==> config.mk <==
export PLATFORM = sky130hd
export DESIGN_NAME = lns_node
export DESIGN_NICKNAME = d
export VERILOG_FILES = /design/src/hdl/lns_pkg.sv /design/src/hdl/lns_node.sv
export SDC_FILE = /design/constraint.sdc
export NUM_CORES = 1
export LEC_CHECK = 0
export ABC_AREA = 1
export BUFFER_PORTS_ARGS = -buffer_cell sky130_fd_sc_hd__buf_2
export CORE_MARGIN = 2
export CORE_UTILIZATION = 55
export DETAILED_ROUTE_END_ITERATION = 7
export HOLD_SLACK_MARGIN = 0.02
export PLACE_DENSITY_LB_ADDON = 0.1
export REMOVE_ABC_BUFFERS = 1
export SLEW_MARGIN = 40
export SYNTH_ARGS = -nofsm -noshare
export SYNTH_HDL_FRONTEND = slang
export SYNTH_SLANG_ARGS = --single-unit
==> constraint.sdc <==
create_clock -name ref_clk_in -period 3.69 [get_ports ref_clk_in]
set_clock_uncertainty 0.15 [all_clocks]
set_input_delay 0.1845 -clock ref_clk_in [delete_from_list [all_inputs] [get_ports ref_clk_in]]
set_output_delay 0.1845 -clock ref_clk_in [all_outputs]
set_load 0.01 [all_outputs]
==> src/hdl/lns_pkg.sv <==
// What this block does
// Role bit six selects master or slave
// Masters always use manual bit-rate factors
// Bit five selects manual or automatic rate
// Other registers reached via address/data pair
// Rate is clock over prescale, divider, multiplier
// Prescaler 0-3, multiplier 0-31, divider 200-511
// Automatic mode: prescale and divider give 20 kHz
// Classic or enhanced checksum computed in hardware
// Full status readable, interrupt or polled
// Software truncates all factor results downward
package lns_pkg;
  localparam int ADDR_W = 2;
  localparam int DATA_W = 8;
  // Direct offsets
  localparam logic [1:0] OFS_CTRL = 2'h0;
  localparam logic [1:0] OFS_IADR = 2'h1;
  localparam logic [1:0] OFS_IDAT = 2'h2;
  // Control mode fields
  localparam int CTRL_EN_BIT   = 7;
  localparam int CTRL_ROLE_BIT = 6;
  localparam int CTRL_AUTO_BIT = 5;
  localparam logic [7:0] CTRL_RST = 8'h00;
  // Indirect indexes
  localparam logic [7:0] IX_DIV   = 8'h00;
  localparam logic [7:0] IX_MUL   = 8'h01;
  localparam logic [7:0] IX_CKCTL = 8'h02;
  localparam logic [7:0] IX_CKID  = 8'h03;
  localparam logic [7:0] IX_CKDAT = 8'h04;
  localparam logic [7:0] IX_CKCHK = 8'h05;
  localparam logic [7:0] IX_STAT  = 8'h06;
  localparam logic [7:0] IX_MASK  = 8'h07;
  localparam logic [7:0] IX_MEAS  = 8'h08;
  // Multiplier register fields
  localparam int MUL_PRE_LSB = 6;
  localparam int MUL_MUL_LSB = 1;
  localparam int MUL_DIV8    = 0;
  // Checksum control fields
  localparam int CK_ENH_BIT = 0;
  localparam int CK_RST_BIT = 1;
  // Status bits
  localparam int ST_RATE_BIT = 0;
  localparam int ST_CKOK_BIT = 1;
  localparam int ST_CKER_BIT = 2;
  localparam int ST_W = 3;
  // Factor limits and reset values
  localparam logic [8:0] DIV_MIN = 9'h0C8;
  localparam logic [8:0] DIV_RST = 9'h0C8;
  localparam logic [1:0] PRE_RST = 2'h0;
  localparam logic [4:0] MUL_RST = 5'h00;
  localparam logic [7:0] CK_SEED = 8'h00;
  localparam logic [7:0] CK_GOOD = 8'hFF;
  localparam int MEAS_W = 8;

  typedef struct packed {
    logic [ADDR_W-1:0] addr;
    logic [DATA_W-1:0] wdata;
    logic              wr;
    logic              rd;
  } lns_bus_req_t;

  typedef struct packed {
    logic       enh;
    logic [7:0] sum;
  } lns_cks_t;
endpackage : lns_pkg

==> src/hdl/lns_node.sv <==
`timescale 1ns/100ps
module lns_node
  import lns_pkg::*;
(
  input  wire logic              ref_clk_in,
  input  wire logic              rst_in,
  input  wire lns_bus_req_t      bus_in,
  output logic [DATA_W-1:0]      rd_data_out,
  input  wire logic              lin_rx_in,
  output logic                   bit_tick_out,
  output logic                   ref_tick_out,
  output logic                   master_role_out,
  output logic                   irq_out
);

  typedef enum logic [2:0] {
    MS_IDLE  = 3'b001,
    MS_ARM   = 3'b010,
    MS_COUNT = 3'b100
  } lns_meas_t;

  logic [7:0]        ctrl;
  logic [7:0]        iadr;
  logic [8:0]        divider;
  logic [1:0]        prescale;
  logic [4:0]        multiplier;
  logic [3:0]        pre_cnt;
  logic [8:0]        div_cnt;
  logic [4:0]        mul_cnt;
  logic [4:0]        meas_mul;
  logic [MEAS_W-1:0] meas_cnt;
  lns_meas_t         meas_st;
  lns_cks_t          cks;
  logic [ST_W-1:0]   status;
  logic [ST_W-1:0]   mask;
  logic              rx_s1;
  logic              rx_s2;
  logic              rx_d;
  logic              ref_tick;
  logic              bit_tick;
  logic              auto_act;
  logic              rx_fall;
  logic              wr_ind;
  logic [ST_W-1:0]   ev;
  logic [7:0]        next_rd;
  logic [7:0]        ind_rd;
  logic [4:0]        mul_eff;

  function automatic logic [3:0] pre_last(input logic [1:0] p);
    pre_last = (4'h2 << p) - 4'h1;
  endfunction : pre_last

  function automatic logic [7:0] cks_add(input logic [7:0] s,
                                         input logic [7:0] b);
    logic [8:0] t;
    t = {1'b0, s} + {1'b0, b};
    cks_add = t[7:0] + {7'h00, t[8]};
  endfunction : cks_add

  function automatic logic [8:0] div_clamp(input logic [8:0] d);
    div_clamp = (d < DIV_MIN) ? DIV_MIN : d;
  endfunction : div_clamp

  assign wr_ind = bus_in.wr && (bus_in.addr == OFS_IDAT);
  // auto slave only
  assign auto_act = ctrl[CTRL_AUTO_BIT] && !ctrl[CTRL_ROLE_BIT];
  assign mul_eff  = auto_act ? meas_mul : multiplier;
  assign rx_fall  = rx_d && !rx_s2;

  // Direct registers
  always_ff @(posedge ref_clk_in or posedge rst_in) begin
    if (rst_in) begin
      ctrl <= CTRL_RST;
      iadr <= 8'h00;
    end else if (bus_in.wr) begin
      // role and rate select
      if (bus_in.addr == OFS_CTRL)
        ctrl <= bus_in.wdata;
      // indirect address
      if (bus_in.addr == OFS_IADR)
        iadr <= bus_in.wdata;
    end
  end

  // factor storage
  always_ff @(posedge ref_clk_in or posedge rst_in) begin
    if (rst_in) begin
      divider    <= DIV_RST;
      prescale   <= PRE_RST;
      multiplier <= MUL_RST;
    end else if (wr_ind && iadr == IX_DIV) begin
      divider <= div_clamp({divider[8], bus_in.wdata});
    end else if (wr_ind && iadr == IX_MUL) begin
      prescale   <= bus_in.wdata[MUL_PRE_LSB +: 2];
      multiplier <= bus_in.wdata[MUL_MUL_LSB +: 5];
      divider    <= div_clamp({bus_in.wdata[MUL_DIV8], divider[7:0]});
    end
  end

  // prescale then divide
  assign ref_tick = ctrl[CTRL_EN_BIT] && pre_cnt == pre_last(prescale)
                    && div_cnt == divider - 9'h001;
  assign bit_tick = ref_tick && mul_cnt == mul_eff;

  always_ff @(posedge ref_clk_in or posedge rst_in) begin
    if (rst_in) begin
      pre_cnt <= 4'h0;
      div_cnt <= 9'h000;
      mul_cnt <= 5'h00;
    end else if (!ctrl[CTRL_EN_BIT]) begin
      pre_cnt <= 4'h0;
      div_cnt <= 9'h000;
      mul_cnt <= 5'h00;
    end else if (pre_cnt >= pre_last(prescale)) begin
      pre_cnt <= 4'h0;
      // divider and multiplier
      if (div_cnt >= divider - 9'h001) begin
        div_cnt <= 9'h000;
        mul_cnt <= (mul_cnt >= mul_eff) ? 5'h00 : mul_cnt + 5'h01;
      end else begin
        div_cnt <= div_cnt + 9'h001;
      end
    end else begin
      pre_cnt <= pre_cnt + 4'h1;
    end
  end

  always_ff @(posedge ref_clk_in or posedge rst_in) begin
    if (rst_in) begin
      bit_tick_out <= 1'b0;
      ref_tick_out <= 1'b0;
    end else begin
      bit_tick_out <= bit_tick;
      ref_tick_out <= ref_tick;
    end
  end

  always_ff @(posedge ref_clk_in or posedge rst_in) begin
    if (rst_in) begin
      rx_s1 <= 1'b1;
      rx_s2 <= 1'b1;
      rx_d  <= 1'b1;
    end else begin
      rx_s1 <= lin_rx_in;
      rx_s2 <= rx_s1;
      rx_d  <= rx_s2;
    end
  end

  // measure sync in 20 kHz ticks
  always_ff @(posedge ref_clk_in or posedge rst_in) begin
    if (rst_in) begin
      meas_st  <= MS_IDLE;
      meas_cnt <= '0;
      meas_mul <= MUL_RST;
    end else begin
      case (meas_st)
        MS_IDLE: begin
          if (auto_act && ctrl[CTRL_EN_BIT])
            meas_st <= MS_ARM;
        end
        MS_ARM: begin
          meas_cnt <= '0;
          if (!auto_act)
            meas_st <= MS_IDLE;
          else if (rx_fall)
            meas_st <= MS_COUNT;
        end
        MS_COUNT: begin
          if (!auto_act) begin
            meas_st <= MS_IDLE;
          end else if (rx_fall) begin
            meas_mul <= (meas_cnt < 8'h04) ? 5'h00
                        : 5'((meas_cnt >> 1) - 8'h01);
            meas_st  <= MS_ARM;
          end else if (ref_tick && meas_cnt != 8'hFF) begin
            meas_cnt <= meas_cnt + 8'h01;
          end
        end
        default: meas_st <= MS_IDLE;
      endcase
    end
  end

  // checksum engine
  always_ff @(posedge ref_clk_in or posedge rst_in) begin
    if (rst_in) begin
      cks <= '{enh: 1'b0, sum: CK_SEED};
    end else if (wr_ind && iadr == IX_CKCTL) begin
      cks.enh <= bus_in.wdata[CK_ENH_BIT];
      if (bus_in.wdata[CK_RST_BIT])
        cks.sum <= CK_SEED;
    end else if (wr_ind && iadr == IX_CKID && cks.enh) begin
      cks.sum <= cks_add(cks.sum, bus_in.wdata);
    end else if (wr_ind && iadr == IX_CKDAT) begin
      cks.sum <= cks_add(cks.sum, bus_in.wdata);
    end
  end

  always_comb begin
    ev = '0;
    ev[ST_RATE_BIT] = meas_st == MS_COUNT && auto_act && rx_fall;
    if (wr_ind && iadr == IX_CKCHK) begin
      ev[ST_CKOK_BIT] = cks_add(cks.sum, bus_in.wdata) == CK_GOOD;
      ev[ST_CKER_BIT] = cks_add(cks.sum, bus_in.wdata) != CK_GOOD;
    end
  end

  // sticky status, set wins
  always_ff @(posedge ref_clk_in or posedge rst_in) begin
    if (rst_in) begin
      status <= '0;
      mask   <= '0;
    end else begin
      if (wr_ind && iadr == IX_STAT)
        status <= (status & ~bus_in.wdata[ST_W-1:0]) | ev;
      else
        status <= status | ev;
      if (wr_ind && iadr == IX_MASK)
        mask <= bus_in.wdata[ST_W-1:0];
    end
  end

  assign irq_out         = |(status & mask);
  assign master_role_out = ctrl[CTRL_ROLE_BIT];

  // indirect read decode
  always_comb begin
    case (iadr)
      IX_DIV:   ind_rd = divider[7:0];
      IX_MUL:   ind_rd = {prescale, multiplier, divider[8]};
      IX_CKCTL: ind_rd = {7'h00, cks.enh};
      IX_CKCHK: ind_rd = ~cks.sum;
      IX_STAT:  ind_rd = {5'h00, status};
      IX_MASK:  ind_rd = {5'h00, mask};
      IX_MEAS:  ind_rd = {3'h0, mul_eff};
      default:  ind_rd = 8'h00;
    endcase
  end

  always_comb begin
    case (bus_in.addr)
      OFS_CTRL: next_rd = ctrl;
      OFS_IADR: next_rd = iadr;
      OFS_IDAT: next_rd = ind_rd;
      default:  next_rd = 8'h00;
    endcase
  end

  always_ff @(posedge ref_clk_in or posedge rst_in) begin
    if (rst_in)
      rd_data_out <= 8'h00;
    else if (bus_in.rd)
      rd_data_out <= next_rd;
    else
      rd_data_out <= 8'h00;
  end

  role_out_a: assert property (@(posedge ref_clk_in) disable iff (rst_in)
    (bus_in.wr && bus_in.addr == OFS_CTRL) |=>
      master_role_out == $past(bus_in.wdata[CTRL_ROLE_BIT]))
    else $error("role output differs from written bit");

  auto_master_a: assert property (@(posedge ref_clk_in) disable iff (rst_in)
    master_role_out |-> !auto_act)
    else $error("automatic rate active in master role");

  auto_sel_a: assert property (@(posedge ref_clk_in) disable iff (rst_in)
    (bus_in.wr && bus_in.addr == OFS_CTRL) |=>
      auto_act == ($past(bus_in.wdata[CTRL_AUTO_BIT])
                   && !$past(bus_in.wdata[CTRL_ROLE_BIT])))
    else $error("rate select mismatch");

  ind_write_a: assert property (@(posedge ref_clk_in) disable iff (rst_in)
    (bus_in.wr && bus_in.addr == OFS_IDAT && iadr == IX_MASK) |=>
      mask == $past(bus_in.wdata[ST_W-1:0]))
    else $error("indirect write missed target");

  tick_gap_a: assert property (@(posedge ref_clk_in) disable iff (rst_in)
    (ref_tick && prescale == 2'h0 && divider == DIV_MIN) |=>
      !ref_tick [*8])
    else $error("reference tick too early");

  div_range_a: assert property (@(posedge ref_clk_in) disable iff (rst_in)
    divider >= DIV_MIN)
    else $error("divider below range");

  meas_src_a: assert property (@(posedge ref_clk_in) disable iff (rst_in)
    bit_tick |-> ref_tick)
    else $error("bit tick without reference tick");

  cks_check_a: assert property (@(posedge ref_clk_in) disable iff (rst_in)
    (wr_ind && iadr == IX_CKCHK && bus_in.wdata == ~cks.sum) |=>
      status[ST_CKOK_BIT])
    else $error("good checksum not flagged");

  sticky_status_a: assert property (@(posedge ref_clk_in) disable iff (rst_in)
    (status[ST_CKER_BIT] && !(wr_ind && iadr == IX_STAT)) |=>
      status[ST_CKER_BIT])
    else $error("error status lost without clear");

endmodule : lns_node

==> After elaboration in Yosys (flattened, before gate mapping) <==
Index checks and enable logic that the tools add are counted.
{ "op_classes": {"mux": 34, "addsub": 9, "reduce_logical": 38, "order_cmp": 6, "n_shift": 1, "n_eq_ne": 29, "bitwise": 7} }
{ "op_table": {"columns": ["op", "n"], "rows": [
  ["8-bit two-way mux", 8],
  ["9-bit two-way mux", 7],
  ["8-bit one-hot mux with 7 select lines", 1],
  ["8-bit by 3-bit == test with 1-bit output, second input constant", 4],
  ["5-bit two-way mux", 6],
  ["8-bit one-hot mux with 3 select lines", 1],
  ["1-bit logical AND", 19],
  ["9-bit by 8-bit less-than comparator with 1-bit output, second input constant", 2],
  ["3-bit two-way mux", 6],
  ["8-bit by 2-bit == test with 1-bit output, second input constant", 2],
  ["8-bit != test, second input constant", 2],
  ["8-bit one-hot mux with 2 select lines", 1],
  ["2-bit AND reduction", 7],
  ["2-bit != test, second input constant", 5],
  ["8-bit by 8-bit adder with 9-bit output", 1],
  ["9-bit by 1-bit adder with 9-bit output, second input constant", 1],
  ["9-bit == test", 1],
  ["9-bit >= comparator", 1],
  ["3-bit one-hot mux with 3 select lines", 1],
  ["9-bit by 1-bit subtractor with 9-bit output, second input constant", 1],
  ["8-bit by 1-bit adder with 8-bit output", 1],
  ["8-bit by 1-bit adder with 8-bit output, second input constant", 1],
  ["8-bit by 1-bit == test with 1-bit output, second input constant", 1],
  ["8-bit by 4-bit == test with 1-bit output, second input constant", 1],
  ["33 further kinds", 43]
]} }
{ "word_totals": {"elab_cells": 146, "input_bits": 15, "out_inout_bits": 12, "ff_bits": 94} }

==> Longest topological paths before layout <==
Gate-level depths: netlist (run 1).
{ "logic_depth": {"depth_word": 10, "ltp_mapped": 20} }

==> Worst setup path after synthesis (run 1) <==
No wires, ideal clock.
{ "synth_timing": {"path_kind": "reg-to-reg", "from": "register cks[0] (netlist bit)", "to": "register status[2]", "setup_ns": 0.120, "stages_incl_launch_ff": 19, "setup_slack_ns": 0.943, "t_arrival_ns": 2.477, "synth_period_minus_slack_ns": 2.747, "path_cell_list": "dfrtp_1 -> ha_1 -> fa_1 -> nand3_1 -> nand3_1 -> a21oi_1 -> o21bai_1 -> ha_1 -> ha_1 -> nand3_1 -> nand2_1 -> nor2_1 -> nand3_1 -> nor2_1 -> nand2_1 -> nor2_2 -> nand2_1 -> nand2_1 -> nand2_1"} }
{ "synth_via": {"elab_chain_cells": 6, "word_cells_on_any_way": 7, "classes_between": "2 x add/sub; 1 x eq/ne; 2 x mux; 2 x bitwise"} }
{ "synth_rtl": {"columns": ["item", "line", "text"], "rows": [
  ["from (decl)", "lns_node.sv:33", "lns_cks_t cks;"],
  ["from (signal assigned)", "lns_node.sv:188", "cks <= '{enh: 1'b0, sum: CK_SEED};"],
  ["8-bit by 8-bit adder with 9-bit output *", "lns_node.sv:56", "t = {1'b0, s} + {1'b0, b};"],
  ["8-bit by 1-bit adder with 8-bit output *", "lns_node.sv:57", "cks_add = t[7:0] + {7'h00, t[8]};"],
  ["8-bit != test *", "lns_node.sv:205", "ev[ST_CKER_BIT] = cks_add(cks.sum, bus_in.wdata) != CK_GOOD;"],
  ["2-bit two-way mux *", "lns_node.sv:203", "if (wr_ind && iadr == IX_CKCHK) begin"],
  ["3-bit bitwise OR, on equally long branches", "lns_node.sv:218, lns_node.sv:216", null],
  ["3-bit two-way mux *", "lns_node.sv:215", "if (wr_ind && iadr == IX_STAT)"],
  ["to (signal assigned)", "lns_node.sv:216", "status <= (status & ~bus_in.wdata[ST_W-1:0]) | ev;"],
  ["to (signal assigned)", "lns_node.sv:218", "status <= status | ev;"],
  ["to (decl)", "lns_node.sv:34", "logic [ST_W-1:0] status;"]
]} }
Mark *: on every way between the ends. The rest lies on a longest branch, timed or not.
A chain may end at the register's enable or synchronous reset.

==> Final worst setup path (run 1) <==
{ "layout_timing": {"from": "input bus_in[2] (netlist bit)", "to": "register status[2]"} }
{ "layout_via": {"elab_chain_cells": 6, "word_cells_on_any_way": 7, "classes_between": "2 x add/sub; 1 x eq/ne; 2 x mux; 2 x bitwise"} }
{ "layout_rtl": {"columns": ["item", "line", "text"], "rows": [
  ["from (decl)", "lns_node.sv:7", "input wire lns_bus_req_t bus_in,"],
  ["8-bit by 8-bit adder with 9-bit output *", "lns_node.sv:56", null],
  ["8-bit by 1-bit adder with 8-bit output *", "lns_node.sv:57", null],
  ["8-bit != test *", "lns_node.sv:205", null],
  ["2-bit two-way mux *", "lns_node.sv:203", null],
  ["3-bit bitwise OR, on equally long branches", "lns_node.sv:218, lns_node.sv:216", null],
  ["3-bit two-way mux *", "lns_node.sv:215", null]
]} }
Marks and branches as above.

==> results of run 1 <==
## routing by layer
layer  GRT usage  up-vias
li1            -     2538
met5           0        -
met2       0.425      120
met3      0.0327       29
met1       0.359     2407
met4      0.0835        0
## flip-flops by register name (all words and copies together), names as in the netlist, 4 cells and up
name,flops
cks,9
div_cnt,9
divider,9
ctrl,8
iadr,8
meas_cnt,8
rd_data_out,8
meas_mul,5
mul_cnt,5
multiplier,5
pre_cnt,4
## cells in the final DEF (no fill, tap or decap), types with 3 or more instances in the layout
| cell type | n |
|---|---|
| nand2_1 | 193 |
| dfrtp_1 | 87 |
| inv_1 | 84 |
| o21ai_0 | 52 |
| nor2_1 | 49 |
| nand3_1 | 46 |
| ha_1 | 34 |
| buf_2 | 26 |
| o21ai_1 | 24 |
| a21oi_1 | 19 |
| xor2_1 | 15 |
| inv_2 | 13 |
| nand2_2 | 12 |
| nor3_1 | 10 |
| nand4_1 | 9 |
| nor2_2 | 9 |
| clkbuf_8 | 9 |
| o22ai_1 | 8 |
| dlygate4sd3_1 | 8 |
| dfstp_2 | 7 |
| o31ai_1 | 6 |
| xnor2_1 | 6 |
| nand3_2 | 5 |
| a22o_1 | 4 |
| or2_2 | 3 |
| o21bai_1 | 3 |
| o21a_1 | 3 |
| nor2_4 | 3 |
| nand2_4 | 3 |
| a31oi_1 | 3 |
| buf_4 | 3 |
## kinds of logic after synthesis
group                    Yosys count  share of synthesized area
AO/OA/AOI/OAI                    135                      0.137
XOR/XNOR                          21                     0.0313
buffers and inverters            111                     0.0750
adder cells (fa/ha/maj)           35                     0.0759
AND/OR/NAND/NOR                  353                      0.279
flip-flops                        94                      0.402
## critical path, cell delays in order
cell and delay [ns]:
dlygate4sd3_1 0.52, buf_2 0.17, ha_1 0.26, fa_1 0.45
nand3_1 0.14, nand3_1 0.10, a21oi_1 0.15, o21bai_1 0.08
ha_1 0.21, ha_1 0.20, nand3_1 0.11, nand2_1 0.08
nor2_1 0.09, nand3_1 0.08, nor2_1 0.11, nand2_1 0.07
nor2_2 0.10, nand2_1 0.06, nand2_1 0.05, nand2_1 0.05
## repair_timing
| item | 4_1_cts | 5_1_grt |
|---|---|---|
| hold endpoints to repair | 45 | 0 |
| hold buffers | 8 | 0 |
| setup endpoints to repair | 0 | 0 |
| buffers inserted | 0 | 0 |
## cell type report
class / instances / area (sq um)
Clock buffer: 10 / 128
Clock inverter: 6 / 67.6
Sequential cell: 94 / 2360
Inverter: 99 / 373
Multi-Input combinational cell: 544 / 3070
Tap cell: 136 / 170
Fill cell: 910 / 3920
Timing Repair Buffer: 37 / 233
## how the worst max path moves through the flow
stage | to | depth (start not counted)
4_1_cts | status[2] | 20
6_report | status[2] | 20
3_5_place_dp | status[2] | 18
2_1_floorplan | bit_tick_out | 1
5_1_grt | status[2] | 20
3_3_place_gp | status[2] | 18
## power by group
part	leakage [uW]	internal, uW	switching, uW	total, uW
Clock	0.0000933	317	383	701
Combinational	0.00188	414	741	1150
Sequential	0.00122	1200	157	1360
Total	0.00319	1930	1280	3220
## metrics by stage
stage          instance area [sq um]  power (uW)   util  cells  setup slack, ns
5_1_grt                         6400        3470  0.620    926            0.239
4_1_cts                         6400        3230  0.620    926            0.562
6_report                        6400        3220  0.620    926            0.542
2_1_floorplan                   5800        2210      -    737            0.918
3_5_place_dp                    6130        2520  0.593    902            0.693
3_3_place_gp                    6130        2470  0.593    902            0.772
==> results.cfg, run 1 <==
[run_status]
status = finished clean

[worst_setup_path]
crit_start = bus_in[2]
worstRegToRegCells = 18
r2r-end = status[2]
crit_required_ns = 3.80
cp_max_fo = 5
critPathLaunchType = primary input
reg2reg_from = cks[0]
worstSetupPathType = primary input to register
worstSetupEndpointType = register
rrSetupSlack_ns = 0.67
cp.arrival_ns = 3.26

[cells_and_area]
area_growth_pct = 9.04
drive_gt1_frac = 0.143
nNetsFinal = 835
insertedDiodeCount = 0

[global_route]
first_global_vias = 4901
antenna_found_initial = 0
grt_start_max_net_pins = 41
grt_overflow = 0
grt_pass1_wl_mm = 23.5
grt_usage = 0.260

[drt]
wl_met2_mm = 6.56
wire_per_inst_um = 15.1
num_vias = 5094
m1WireLength_mm = 6.53
routed_via_density = 5.50
ant_nets = 0
routed_wl_mm = 14.0
wl_met3_um = 527
drt_iter0_drc = 328
drt_pass1_iterations = 5
drc = 0
top_layer_used = met4

[timing]
timing.fmax_mhz = 318
rsz0062_at_grt = false
worstMarginPinSlew_ns = 0.687
min_period_ns = 3.15
slew_viol_final = 0
hold_violations = 0
post-route-period-util = 0.853
worst_hold_slack_ns = 0.0302
fin_tns_setup_ns = 0
max_slew_margin = 0.541
setup_viol = 0

[synthesis]
ys_top_cells_by_area = dfrtp_1 (37%), nand2_1 (12%), ha_1 (7.2%), inv_1 (5.4%), o21ai_0 (4.4%)
syn_inst = 749
async_reset_ff_frac = 1.00
ys_warn_count = 0
yosysTopAreaCell = dfrtp_1
synthDistinctLibCells = 54
synth_most_common_cell = nand2_1
synth_top_area_share = 0.371
ys_seq_area_frac = 0.402
synth_flop_cell = dfrtp_1
synth_commonest_cells = nand2_1 (193), dfrtp_1 (87), inv_1 (85)
ys_seq_elements = 94
syn-cell-area_sq_um = 5870
syn_avg_cell_area_sq_um = 7.84
synth_edf_count = 0

[floorplan]
die_y_um = 107
io_pins = 27
dieArea_sq_um = 11500
core_sq_um = 10300
initial_core_util = 0.569
rows = 37
die_w_um = 107

[min_path]
hold_path.class = primary input to register
min-delay-start = bus_in[10]
hold_depth = 4
min_to = rd_data_out[2]

[pwr]
leakagePower_uw = 0.00319
irDropWorstVdd_mv = 0.223
power_density_nw_per_um2 = 502

[placement]
io_buffers = 26
gp_congestion = 0.900
dp_hpwl_mm = 10.8

[clocking]
insertion_delay_ns = 0.37
cts_tree = built
clock_sinks = 94
cts-root-buf = clkbuf_8
clkTransAtPathRegs_ns = 0.09
clk_path_buf_depth = 2
htree_levels = 3
cts_resized = 0
cts_buffers = 9

[job]
maxCapViolCount = 0
Note: power is estimated with default switching activity, not from simulation.
==> run 2: changes to the inputs <==
- CORE_UTILIZATION: 55 -> 60
==> results.cfg, run 2 (synthesized netlist as in run 1, its figures left out) <==
[run_status]
status = finished clean

[worst_setup_path]
cpMaxStageDelayCell = dlygate4sd3_1
cpPeakStageDelay_ns = 0.53
r2r-end = div_cnt[3]
rrSetupSlack_ns = 0.60
worstSetupEndpointType = register
worstRegToRegCells = 14
reg2reg_from = divider[0]
cp_top_family = adder cells
crit_required_ns = 3.80
worst-path-buf-inv = 2
cp_max_fo = 5
critPathLaunchType = primary input
cp.arrival_ns = 3.26
worstSetupPathType = primary input to register
cpMostUsedCell = nand2_1
path_cells = dlygate4sd3_1, buf_2, ha_1, fa_1, nand3_1, nand3_1, a21oi_1, o21bai_1, ha_1, ha_1, nand3_1, nand2_1, nor2_1, nand3_1, nor2_1, nand2_1, nor2_2, nand2_1, nand2_1, nand2_1

[cells_and_area]
nNetsFinal = 835
area_growth_pct = 9.87
final_common_cell = nand2_1
fin_util = 0.669
drive_gt1_frac = 0.144
layout_common_cells = nand2_1 (193), dfrtp_1 (87), inv_1 (84)
finalNonFillerCells = 923
regArea_sq_um = 2360
fill_cells = 850
reg_top3 = cks: 9 flops, div_cnt: 9 flops, divider: 9 flops
insertedDiodeCount = 0
multi_input_area_sq_um = 3070

[floorplan]
io_pins = 27
die_w_um = 103
dieArea_sq_um = 10600
rows = 36
initial_core_util = 0.609
core_sq_um = 9640
die_y_um = 103

[min_path]
min-delay-start = bus_in[10]
hold_path.class = primary input to register
hold_depth = 4
min_to = rd_data_out[2]

[timing]
post-route-period-util = 0.853
fin_tns_setup_ns = 0
rsz0062_at_grt = false
worstMarginPinSlew_ns = 0.586
min_period_ns = 3.15
max_slew_margin = 0.607
setup_viol = 0
slew_viol_final = 0
hold_violations = 0
timing.fmax_mhz = 318

[clocking]
cts_buffers = 9
clk_path_buf_depth = 2
insertion_delay_ns = 0.36
clock_sinks = 94
htree_levels = 3
cts_tree = built
cts_resized = 0
cts-root-buf = clkbuf_8
clkTransAtPathRegs_ns = 0.09

[global_route]
antenna_found_initial = 0
first_global_vias = 4867
grt_overflow = 0
grt_start_max_net_pins = 66
grt_usage = 0.276
grt_pass1_wl_mm = 22.8

[pwr]
power_density_nw_per_um2 = 521
irDropWorstVdd_mv = 0.241
leakagePower_uw = 0.00322

[job]
maxCapViolCount = 0

[placement]
io_buffers = 26
place_inst = 899
dp_hpwl_mm = 10.6
gp_congestion = 0.963

[drt]
routed_via_density = 5.54
wire_per_inst_um = 15.1
drt_pass1_iterations = 5
drt_iter0_drc = 279
num_vias = 5113
ant_nets = 0
routed_wl_mm = 13.9
drc = 0
==> run 2: cell types whose count changed in the layout (fill, tap and decap cells not counted), sizes merged <==
cell,previous run,this run
inv,99,100
clkbuf,10,9
bufinv,1,3
clkinvlp,2,1
clkinv,3,2
==> run 2: per-layer routing <==
layer / part of all wire / global-route usage / vias to the layer above
met4: 0.020 / 0.0931 / 0
met5: 0 / 0 / -
met1: 0.46 / 0.364 / 2428
met3: 0.042 / 0.0502 / 23
met2: 0.48 / 0.463 / 129
li1: - / - / 2533
==> run 2: repair_timing <==
action | CTS | global route
endpoints found under the hold margin | 70 | 0
hold buffers | 8 | 0
setup buffers | 0 | 0
==> run 2: power by group <==
part	internal (uW)	switching [uW]	leakage, uW
logic	417	739	0.00188
clock network	454	384	0.000120
registers	1200	160	0.00122
==> run 2: tightest hold or removal path, cell delays in order <==
cell	delay [ns]
buf_2	0.13
nor2_4	0.07
nand2_1	0.07
a21oi_1	0.06
==> run 2: how the worst max path moves through the flow <==
stage                           from            to  slack, ns  cells past startpoint
after floorplan               rst_in  bit_tick_out       0.92                      1
after global placement        cks[0]     status[2]       0.78                     18
after detailed placement  divider[0]    div_cnt[3]       0.63                     14
after CTS                  bus_in[2]     status[2]       0.56                     20
after global routing       bus_in[2]     status[2]       0.30                     20
final                      bus_in[2]     status[2]       0.54                     20
==> run 2: cell type report <==
cell class,count,share of cell area
clock inverters,7,0.0186
repair buffers,37,0.0361
multi-input cells,544,0.476
flip-flops and latches,94,0.366
well taps,133,0.0258
clock buffers,9,0.0192
inverters,99,0.0584
==> run 2: through the flow <==
stage	total power [uW]	worst slack [ns]	hold WS [ns]	instance area, sq um
6_report	3360	0.543	0.0373	6450
5_1_grt	3590	0.297	0.0684	6450
4_1_cts	3360	0.556	0.0244	6450
3_5_place_dp	2520	0.631	0.141	6120
3_3_place_gp	2460	0.782	0.140	6120
2_1_floorplan	2210	0.918	0.0390	5800
